[config.mk]
export PLATFORM = sky130hd
export DESIGN_NAME = arss_shaper
export DESIGN_NICKNAME = d
export VERILOG_FILES = /design/src/core/arss_pkg.sv /design/src/core/arss_step_timer.sv /design/src/core/arss_shaper.sv
export SDC_FILE = /design/constraint.sdc
export NUM_CORES = 1
export LEC_CHECK = 0
export BUFFER_PORTS_ARGS = -buffer_cell sky130_fd_sc_hd__buf_4
export CORE_ASPECT_RATIO = 0.6
export CORE_MARGIN = 2
export CORE_UTILIZATION = 39
export DETAILED_ROUTE_END_ITERATION = 7
export SLEW_MARGIN = 40
export SYNTH_ARGS = -nofsm -noshare
export SYNTH_HDL_FRONTEND = slang
export SYNTH_HIERARCHICAL = 1
export SYNTH_SLANG_ARGS = --single-unit
[constraint.sdc]
create_clock -name i_clk -period 12.7 [get_ports i_clk]
set_clock_uncertainty 0.15 [all_clocks]
set_input_delay 2.54 -clock i_clk [delete_from_list [all_inputs] [get_ports i_clk]]
set_output_delay 2.54 -clock i_clk [all_outputs]
set_load 0.005 [all_outputs]
[src/core/arss_pkg.sv]
// Package for the auxiliary rail soft start shaper: register map, fields, timing.
// Assumes a 100 MHz device clock and an 8-bit register port.
package arss_pkg;
   localparam logic [15:0] ARSS_CFG_OFFSET   = 16'hfe68;
   localparam logic [15:0] ARSS_STAT_OFFSET  = 16'hfe6b;
   localparam logic [7:0]  ARSS_CFG_RESET    = 8'h00;
   localparam int          ARSS_B_EDGE_A     = 7;
   localparam int          ARSS_B_EDGE_B     = 6;
   localparam int          ARSS_B_RATE_HI    = 5;
   localparam int          ARSS_B_RATE_LO    = 4;
   localparam int          ARSS_B_GLOBAL     = 3;
   localparam int          ARSS_B_VAR2       = 2;
   localparam int          ARSS_B_SEL_ODD    = 1;
   localparam int          ARSS_B_SEL_EVEN   = 0;
   localparam int          ARSS_CLK_NS       = 10;
   localparam int          ARSS_STEP_NS      = 40;
   localparam int          ARSS_STEP_CYC     = ARSS_STEP_NS / ARSS_CLK_NS;
   localparam int          ARSS_TW           = 16;

   typedef struct packed {
      logic       edge_a;
      logic       edge_b;
      logic [1:0] rate;
      logic       global_var;
      logic       var2_mode;
      logic       sel_odd;
      logic       sel_even;
   } arss_cfg_t;

   typedef struct packed {
      logic [ARSS_TW-1:0] rise;
      logic [ARSS_TW-1:0] fall;
   } arss_edge_t;
endpackage : arss_pkg

[src/core/arss_step_timer.sv]
// Switching-cycle counter that issues one ramp step per selected number of cycles.
// Assumes cycle_start is a one-clock pulse per switching cycle.
`timescale 1ns/1ns
`default_nettype none
module arss_step_timer
   import arss_pkg::*;
(
   input  wire logic       i_clk,         // Device clock.
   input  wire logic       i_rst_b,       // Async reset, active low.
   input  wire logic       i_clear,       // Restart count at soft start begin.
   input  wire logic       i_cycle_start, // Switching cycle start pulse.
   input  wire logic [1:0] i_rate,        // Ramp rate code.
   output logic            o_step         // One-clock step pulse.
);
   logic [2:0] cnt_r;
   logic [2:0] limit;

   always_comb begin
      limit = 3'(({2'h0, 1'b1} << i_rate) - 3'h1);
      if (i_rate == 2'h3) begin
         limit = 3'h7;
      end
   end

   always_ff @(posedge i_clk or negedge i_rst_b) begin
      if (!i_rst_b) begin
         cnt_r  <= 3'h0;
         o_step <= 1'b0;
      end else if (i_clear) begin
         cnt_r  <= 3'h0;
         o_step <= 1'b0;
      end else if (i_cycle_start) begin
         o_step <= (cnt_r >= limit);
         cnt_r  <= (cnt_r >= limit) ? 3'h0 : cnt_r + 3'h1;
      end else begin
         o_step <= 1'b0;
      end
   end
endmodule : arss_step_timer
`default_nettype wire

[src/core/arss_shaper.sv]
// Soft start shaper for the eight drive lines of the fixed-duty auxiliary rail.
// Assumes target edge times per line and a cycle-start pulse from the PWM timebase.
// Assumes targets are held steady by the timebase and that each rises before it falls.
`timescale 1ns/1ns
`default_nettype none
// Notes on behaviour
// - Edge-order A set: lines 1,2,5,6 fall after rising each cycle in soft start.
// - Edge-order B acts only while edge-order A is one.
// - B=0: lines 3,4,7,8 rise after falling; B=1: fall after rising.
// - Step 40 ns every 1, 2, 4 or 8 cycles per rate field.
// - Global bit 0: odd and even groups vary apart; 1: all follow line 2.
// - Odd/even source selects are ignored when global bit is one.
// - Line 2 variation is fall minus rise, or period minus rise.
module arss_shaper
   import arss_pkg::*;
#(
   parameter int TW = ARSS_TW
)(
   input  wire logic                i_clk,         // Device clock.
   input  wire logic                i_rst_b,       // Async reset, active low.
   input  wire logic [15:0]         i_addr,        // Register address.
   input  wire logic [7:0]          i_wdata,       // Write data.
   input  wire logic                i_wr,          // Write strobe.
   input  wire logic                i_rd,          // Read strobe.
   output logic      [7:0]          o_rdata,       // Read data, cycle after strobe.
   input  wire logic                i_ss_start,    // Soft start begin pulse.
   input  wire logic                i_ss_active,   // Soft start in progress.
   input  wire logic                i_cycle_start, // Switching cycle start pulse.
   input  wire logic [TW-1:0]       i_period,      // Switching period in clocks.
   input  wire arss_pkg::arss_edge_t i_tgt [8],    // Final edges per line.
   output arss_pkg::arss_edge_t     o_edge [8],    // Shaped edges per line.
   output logic      [TW-1:0]       o_var_odd,     // Variation applied to odd lines.
   output logic      [TW-1:0]       o_var_even     // Variation applied to even lines.
);
   import arss_pkg::*;

   // Configuration register and ramp state.
   arss_cfg_t     cfg_r;
   logic          cfg_wr;
   logic [TW-1:0] ramp_r;
   logic          ramp_go;
   logic          step;
   logic          cyc_live;
   // Per-line on time and group variation.
   logic [TW-1:0] span [8];
   logic [TW-1:0] var2;
   logic [TW-1:0] v_odd;
   logic [TW-1:0] v_even;
   logic [TW-1:0] lim_odd;
   logic [TW-1:0] lim_even;
   logic          edge_b_eff;
   // Register read path.
   logic [7:0]    rdata_nxt;

   // Writes to any other offset are dropped; the status byte is read-only.
   assign cfg_wr = i_wr && (i_addr == ARSS_CFG_OFFSET);

   // The whole byte is kept, including the source selects that global mode ignores.
   always_ff @(posedge i_clk or negedge i_rst_b) begin
      if (!i_rst_b) begin
         cfg_r <= arss_cfg_t'(ARSS_CFG_RESET);
      end else if (cfg_wr) begin
         cfg_r <= arss_cfg_t'(i_wdata);
      end
   end

   // Read data are decoded here and registered below, so the port shows them
   // for exactly one cycle after the strobe and zero in every other cycle.
   always_comb begin
      rdata_nxt = 8'h00;
      if (i_rd) begin
         case (i_addr)
            ARSS_CFG_OFFSET: begin
               rdata_nxt = 8'(cfg_r);
            end
            ARSS_STAT_OFFSET: begin
               rdata_nxt = {7'h00, i_ss_active};
            end
            default: begin
               rdata_nxt = 8'h00;
            end
         endcase
      end
   end

   always_ff @(posedge i_clk or negedge i_rst_b) begin
      if (!i_rst_b) begin
         o_rdata <= 8'h00;
      end else begin
         o_rdata <= rdata_nxt;
      end
   end

   // Only switching cycles inside soft start advance the ramp.
   assign cyc_live = i_cycle_start & i_ss_active;

   // The cycle counter is cleared at every soft start begin.
   arss_step_timer u_timer (
      .i_clk         (i_clk),
      .i_rst_b       (i_rst_b),
      .i_clear       (i_ss_start),
      .i_cycle_start (cyc_live),
      .i_rate        (cfg_r.rate),
      .o_step        (step)
   );

   // A step is taken only while the ramp is still below one full period.
   assign ramp_go = step && (ramp_r < i_period);

   // Ramp grows one step of clocks per selected cycle count. It stops at the
   // period, so a variation can never ask for more than a whole cycle; the
   // last step may overshoot the period by less than one step.
   always_ff @(posedge i_clk or negedge i_rst_b) begin
      if (!i_rst_b) begin
         ramp_r <= '0;
      end else if (i_ss_start) begin
         ramp_r <= '0;
      end else if (ramp_go) begin
         ramp_r <= ramp_r + TW'(ARSS_STEP_CYC);
      end
   end

   // On time of each line as targeted. A target that falls before it rises
   // would wrap here; the timebase is expected never to hand one over.
   generate
      for (genvar g = 0; g < 8; g++) begin : g_span
         assign span[g] = i_tgt[g].fall - i_tgt[g].rise;
      end
   endgenerate

   // Line 2 variation: on time as programmed, or the rest of the period after
   // its rising edge.
   always_comb begin
      if (cfg_r.var2_mode) begin
         var2 = i_period - i_tgt[1].rise;
      end else begin
         var2 = span[1];
      end
   end

   // Group B order is only honoured while group A order is enabled.
   assign edge_b_eff = cfg_r.edge_a & cfg_r.edge_b;

   // Source of each group's limit. In global mode the odd and even source
   // selects are not looked at at all.
   always_comb begin
      if (cfg_r.global_var) begin
         lim_odd  = var2;
         lim_even = var2;
      end else begin
         if (cfg_r.sel_odd) begin
            lim_odd = span[2];
         end else begin
            lim_odd = span[0];
         end
         if (cfg_r.sel_even) begin
            lim_even = span[3];
         end else begin
            lim_even = var2;
         end
      end
   end

   // The applied variation follows the ramp and never passes its limit, so a
   // long ramp settles each group exactly at its selected limit (lim_odd or lim_even).
   always_comb begin
      if (ramp_r < lim_odd) begin
         v_odd = ramp_r;
      end else begin
         v_odd = lim_odd;
      end
      if (ramp_r < lim_even) begin
         v_even = ramp_r;
      end else begin
         v_even = lim_even;
      end
   end

   // Lines in groups A/B keep the chosen edge fixed and move the other edge.
   // Edges are registered, so a target change shows up one clock later.
   generate
      for (genvar g = 0; g < 8; g++) begin : g_line
         localparam bit GRP_A = (g == 0 || g == 1 || g == 4 || g == 5);
         localparam bit ODD   = (g % 2 == 0);
         logic [TW-1:0] v_line;
         assign v_line = ODD ? v_odd : v_even;
         always_ff @(posedge i_clk or negedge i_rst_b) begin
            if (!i_rst_b) begin
               o_edge[g] <= '0;
            end else if (!i_ss_active) begin
               // Outside soft start a line just follows its targets.
               o_edge[g] <= i_tgt[g];
            end else if (GRP_A ? cfg_r.edge_a : edge_b_eff) begin
               // Rising edge stays on target; the falling edge trails it.
               o_edge[g].rise <= i_tgt[g].rise;
               o_edge[g].fall <= i_tgt[g].rise + v_line;
            end else begin
               o_edge[g].fall <= i_tgt[g].fall;
               o_edge[g].rise <= i_tgt[g].fall - v_line;
            end
         end
      end
   endgenerate

   // Variation outputs are registered so that they line up with o_edge.
   always_ff @(posedge i_clk or negedge i_rst_b) begin
      if (!i_rst_b) begin
         o_var_odd <= '0;
      end else begin
         o_var_odd <= v_odd;
      end
   end

   always_ff @(posedge i_clk or negedge i_rst_b) begin
      if (!i_rst_b) begin
         o_var_even <= '0;
      end else begin
         o_var_even <= v_even;
      end
   end
endmodule : arss_shaper
`default_nettype wire

# Word-level counts from Yosys, hierarchy flattened
# Cells that the tools add are included.
dict set report totals {
  reg_bits 324
  elab_cells 100
  output_inout_bits 296
}
dict set report op_classes {
  bitwise 2
  add_sub_neg 24
  eq_ne 3
  reduce_logical 4
  shifts 1
  n_mux 33
  order_cmp 4
}
# op count
set op_table {}
lappend op_table {{$mux 32} 16}
lappend op_table {{$sub 16x16->16} 13}
lappend op_table {{$mux 16} 9}
lappend op_table {{$add 16x16->16} 8}
lappend op_table {{$lt 16x16->1} 3}
lappend op_table {{$eq 16x16->1 const B} 2}
lappend op_table {{$add 16x3->16 const B} 1}
lappend op_table {{$pmux 8 s2} 1}
lappend op_table {{$mux 3} 4}
lappend op_table {{$mux 8} 1}
lappend op_table {{$reduce_bool 2->1} 2}
lappend op_table {{$add 3x1->3 const B} 1}
lappend op_table {{$ge 3x3->1} 1}
lappend op_table {{$shl 1x2->3 const A} 1}
lappend op_table {{$sub 3x1->3 const B} 1}
lappend op_table {{$and 1x1->1} 2}
lappend op_table {{$eq 2x2->1 const B} 1}
lappend op_table {{$logic_and 1x1->1} 2}
lappend op_table {{$mux 1} 2}

# Logic depth before layout (Yosys ltp)
dict set report logic_depth {
  depth_word 9
  depth_mapped 46
  ltp_nobuf 42
}

# Cells and area by module
# Netlist, hierarchy kept.
# module instances cells_per_inst area_per_inst_um2 seq_area_each_um2
set by_module_without_submodules {}
lappend by_module_without_submodules {arss_shaper 1 3199 27109.8 7957.6}
lappend by_module_without_submodules {arss_step_timer 1 28 291.5 100.1}

# Worst setup path before layout
# OpenSTA, ideal clock, no wires.
dict set report synth_path {
  path_kind {input -> register}
  start {in i_tgt[196] (netlist bit)}
  end {reg o_edge[159] (netlist bit)}
  cell_stages 36
  arrival_time_ns 9.828
  required_ns 12.419
  setup_slack_ns 2.591
  setup_time_ns 0.131
  cell_sequence {clkbuf_1 > mux2_2 > ha_1 > a21o_1 > or3_1 > o21a_1 > a211o_1 > a21oi_1 > nor2b_1 > o21a_1 > a311o_1 > xnor2_1 > o21ai_0 > ha_1 > nand4_1 > nor2_1 > nand2_1 > a21o_1 > nand2_1 > clkbuf_1 > clkbuf_1 > and3_1 > ha_1 > inv_1 > a21oi_1 > o2bb2ai_1 > a21oi_1 > maj3_2 > maj3_2 > o221a_2 > o2111ai_1 > a41oi_1 > or4_1 > a31oi_1 > xnor2_1 > o21ai_1}
}
dict set report synth_between {
  elab_chain_len 9
}
# item line_no
set synth_rtl {}
lappend synth_rtl {{start, declared} arss_shaper.sv:30} ;# input wire arss_pkg::arss_edge_t i_tgt [8],
lappend synth_rtl {{$sub 16x16->16 *} arss_shaper.sv:127} ;# assign span[g] = i_tgt[g].fall - i_tgt[g].rise;
lappend synth_rtl {{$mux 16 *} arss_shaper.sv:134} ;# if (cfg_r.var2_mode) begin
lappend synth_rtl {{$mux 16} arss_shaper.sv:156} ;# if (cfg_r.sel_even) begin
lappend synth_rtl {{$mux 16 *} arss_shaper.sv:147} ;# if (cfg_r.global_var) begin
lappend synth_rtl {{$lt 16x16->1 *} arss_shaper.sv:172} ;# if (ramp_r < lim_even) begin
lappend synth_rtl {{$mux 16 *} arss_shaper.sv:172}
lappend synth_rtl {{named net g_line[1].v_line[0]} arss_shaper.sv:185} ;# logic [TW-1:0] v_line;
lappend synth_rtl {{$sub 16x16->16 *} arss_shaper.sv:199} ;# o_edge[g].rise <= i_tgt[g].fall - v_line;
lappend synth_rtl {{$mux 32 *} arss_shaper.sv:193} ;# end else if (GRP_A ? cfg_r.edge_a : edge_b_eff) begin
lappend synth_rtl {{$mux 32 *} arss_shaper.sv:190} ;# end else if (!i_ss_active) begin
lappend synth_rtl {{end signal, assigned by index} arss_shaper.sv:192} ;# o_edge[g] <= i_tgt[g];
lappend synth_rtl {{end, declared} arss_shaper.sv:31} ;# output arss_pkg::arss_edge_t o_edge [8],
# The timed path passes the listed nets; every way through them passes the cells marked *.
# A chain may end at the register's enable or synchronous reset.

# Worst setup path in the final report
dict set report layout_path {
  start {in i_period[0]}
  end {reg o_edge[206] (netlist bit)}
}
dict set report layout_between {
  elab_chain_len 9
}
# item line_no
set layout_rtl {}
lappend layout_rtl {{start, declared} arss_shaper.sv:29} ;# input wire logic [TW-1:0] i_period,
lappend layout_rtl {{$sub 16x16->16 *} arss_shaper.sv:135} ;# var2 = i_period - i_tgt[1].rise;
lappend layout_rtl {{$mux 16 *} arss_shaper.sv:134}
lappend layout_rtl {{$mux 16} arss_shaper.sv:156}
lappend layout_rtl {{$mux 16 *} arss_shaper.sv:147}
lappend layout_rtl {{$lt 16x16->1} arss_shaper.sv:172}
lappend layout_rtl {{$mux 16 *} arss_shaper.sv:172}
lappend layout_rtl {{$add 16x16->16 *} arss_shaper.sv:196} ;# o_edge[g].fall <= i_tgt[g].rise + v_line;
lappend layout_rtl {{$mux 32 *} arss_shaper.sv:193}
lappend layout_rtl {{$mux 32 *} arss_shaper.sv:190}
# Mark *: on every way between the ends. The rest lies on a longest branch, timed or not.

==> impl_metrics.ini <==
[clock_tree]
cts-buffers-inserted = 39
cts_setup_buffers = 0
cts.sinks = 322
clk_pin_slew_ns = 0.07
clk_latency_ns = 0.60
cts_buffer_depth = 3
ctsHoldBuffers = 0
cts_tree = yes
htree_num_levels = 2
cts_resized = 0
cts_root_buf = clkbuf_16

[floorplanning]
initial_core_util_pct = 39.3
ios = 599
dieArea_um2 = 72500
die_y_um = 209
die_width_um = 346
core_area_um2 = 69700
rows = 75

[worst_setup_path]
crit_path_start_kind = input pin
worst_path_largest_cell_delay_ns = 0.66
crit_cells = 40
cp.required_ns = 13.02
critPathTopFamily = compound AO/OA/AOI/OAI gates
cpMostUsedCell = o21ai_0
crit_type = in -> reg
cp-startpoint = i_period[0]
cp.arrival_ns = 11.79
rr_worst_depth = 39
r2r-start = cfg_r[2]
crit_end = o_edge[206]
cp_max_fo = 16
r2r-end = o_edge[206]
cp.buffers_inverters = 4
crit_slowest_cell = o21ai_2
cp-end-kind = register
ff2ff_setup_slack_ns = 2.45

[run_status]
outcome = finished, final reports clean

[synthesis]
yosys_warnings = 6
synth_flop_cell = dfrtp_1
synth.avg_cell_area_um2 = 8.49
synth_cell_types = 100
synth_top_family_by_area = compound AO/OA/AOI/OAI gates
synth_edf_count = 0
synth_xor_area_share_pct = 9.88
synth_area_um2 = 27400
syn_nets = 3840
synthSimpleGateAreaFrac_pct = 15.7
seq_area_frac_synth_pct = 29.4
synth_compound_area_share_pct = 21.1
synth_mux_area_share_pct = 3.49
synth_fa_ha_area_share_pct = 15.6
syn-instance-count = 3227
async_flop_share_pct = 100
ys_ff_latch = 322

[timing]
slew_violations = 0
hold_viol = 0
slew_headroom_pct = 40.3
worstMarginPinSlew_ns = 0.890
min_period_ns = 11.47
setup-tns-final_ns = 0
setup_violations = 0
timing.fmax_ghz = 0.0872
fin_crit_sh_pct = 90.3
rsz0062_at_grt = false

[final_layout]
fillers = 6702
multiInputGateArea_um2 = 18100
final_cell_mix = 648 x buf_4, 361 x nand2_1, 321 x dfrtp_1
area_growth_pct = 25.9
final_core_util_pct = 49.5
regArea_um2 = 8060
nets = 4431
drive_above_1_share_pct = 22.4
mostFrequentLayoutCell = buf_4

[global_route]
grt_max_degree = 88
grt_usage_pct = 29.7
antenna_found_initial = 10
grt_overflow_total = 0
grt_pass1_vias = 24400
grt_pass1_wl_um = 162000

[hold_path]
hp-class = reg -> reg
whs_path_depth = 1

[place]
place.gp.congestion = 0.938
io_buffer_count = 598
dpl.hpwl_um = 88900

[drt]
drtIter0Drc = 2628
drt-pass1-iter-count = 6
drcViolationCount = 0
wl_um = 111000
vias = 26500
postRouteAntennaNets = 0
avgViaCountPerCell = 5.56
wl_per_cell_um = 23.3

[power]
p_sw_w = 0.000993
internal_power_w = 0.00219
ir_drop_mv = 0.0763
power_density_nw_per_um2 = 92.2
p_leak_nw = 16.8
p_comb_share_pct = 26.4
p_sw_share_pct = 31.2
seqPwrFrac_pct = 35.0
pwr-share-clk_pct = 38.7

[job]
cap_violations = 0
routing by layer:
layer | wire (um) | GRT usage, % | vias to the layer above | share of wire (%)
li1 | - | - | 12700 | -
met1 | 55900 | 47.1 | 12600 | 50
met2 | 41200 | 38.1 | 1112 | 37
met3 | 12400 | 10.1 | 118 | 11
met4 | 1550 | 4.56 | 10 | 1.4
met5 | 68 | 0 | - | 0.061
worst min path at each step:
| stage | from | endpoint | slack, ns |
|---|---|---|---|
| 2_1_floorplan | u_timer/cnt_r[1] | u_timer/cnt_r[1] | 0.33 |
| 3_3_place_gp | u_timer/cnt_r[1] | u_timer/cnt_r[1] | 0.37 |
| 3_5_place_dp | cfg_r[4] | o_rdata[4] | 0.39 |
| 4_1_cts | cfg_r[4] | o_rdata[4] | 0.40 |
| 5_1_grt | cfg_r[4] | o_rdata[4] | 0.41 |
| 6_report | cfg_r[4] | o_rdata[4] | 0.40 |
cells by family after synthesis:
logic type | Yosys count
xor+xnor | 309
buf+inv | 336
simple gates | 917
flops | 322
mux | 86
compound gates | 911
fa+ha+maj | 346
synth_stat cells, drive strengths merged, types with 15 or more instances:
library cell,count,area [um2]
or3,29,186
o21bai,22,165
o21a,34,255
xnor2,222,1940
dfrtp,322,8060
a21oi,201,1020
nor3,77,385
nor2b,22,148
a211oi,38,295
nor2,176,666
o211ai,24,190
nand4,15,93.8
xor2,87,762
o21ai,330,1660
clkbuf,79,297
buf,26,145
mux2i,25,263
ha,305,3820
and2,22,138
a31oi,22,138
and3,32,200
mux2,61,694
maj3,36,370
a21o,56,420
nand2,364,1370
or2,18,113
nand2b,46,288
o31ai,38,295
nand3,65,325
inv,229,865
through the flow:
| step | worst slack (ns) | total power (W) | instances | hold slack (ns) | cell area [um2] |
|---|---|---|---|---|---|
| 2_1_floorplan | 2.59 | 0.00156 | 3227 | 0.329 | 27400 |
| 3_3_place_gp | 1.16 | 0.00195 | 4698 | 0.372 | 33100 |
| 3_5_place_dp | 1.07 | 0.00195 | 4698 | 0.394 | 33100 |
| 4_1_cts | 1.64 | 0.00319 | 4763 | 0.396 | 34400 |
| 5_1_grt | 0.582 | 0.00333 | 4766 | 0.410 | 34500 |
| 6_report | 1.23 | 0.00318 | 4769 | 0.403 | 34500 |
worst reg2reg max path: cells and delay by family, from the launching register on:
family | cells | cell delay, ns
buffers and inverters | 3 | 0.43
flip-flops | 1 | 0.74
adder cells (fa/ha/maj) | 4 | 1.28
multiplexers | 3 | 0.71
AND/OR/NAND/NOR | 5 | 0.86
XOR/XNOR | 1 | 0.45
AO/OA/AOI/OAI | 23 | 5.54
power groups by stage:
stage	clock (W)	combinational (W)	sequential [W]
6_report	0.00123	0.000839	0.00111
5_1_grt	0.00129	0.000916	0.00112
4_1_cts	0.00126	0.000825	0.00111
3_5_place_dp	0	0.000821	0.00113
3_3_place_gp	0	0.000817	0.00113
2_1_floorplan	0	0.000428	0.00113
registers in the layout, summed over array words and instances (netlist names):
signal,count
o_var_odd,16
ramp_r,14
cfg_r,8
u_timer/cnt_r,3
u_timer/o_step,1
o_var_even,16
o_edge,256
o_rdata,8
final cells by class:
class | instances | share of cell area (%)
Sequential cell | 322 | 23.4
Multi-Input combinational cell | 2569 | 52.5
Antenna cell | 3 | 0.0218
Clock buffer | 52 | 3.30
Clock inverter | 13 | 0.577
Inverter | 231 | 2.53
Timing Repair Buffer | 655 | 14.4
Tap cell | 924 | 3.35
No activity file was read; power rests on OpenSTA's default activity.
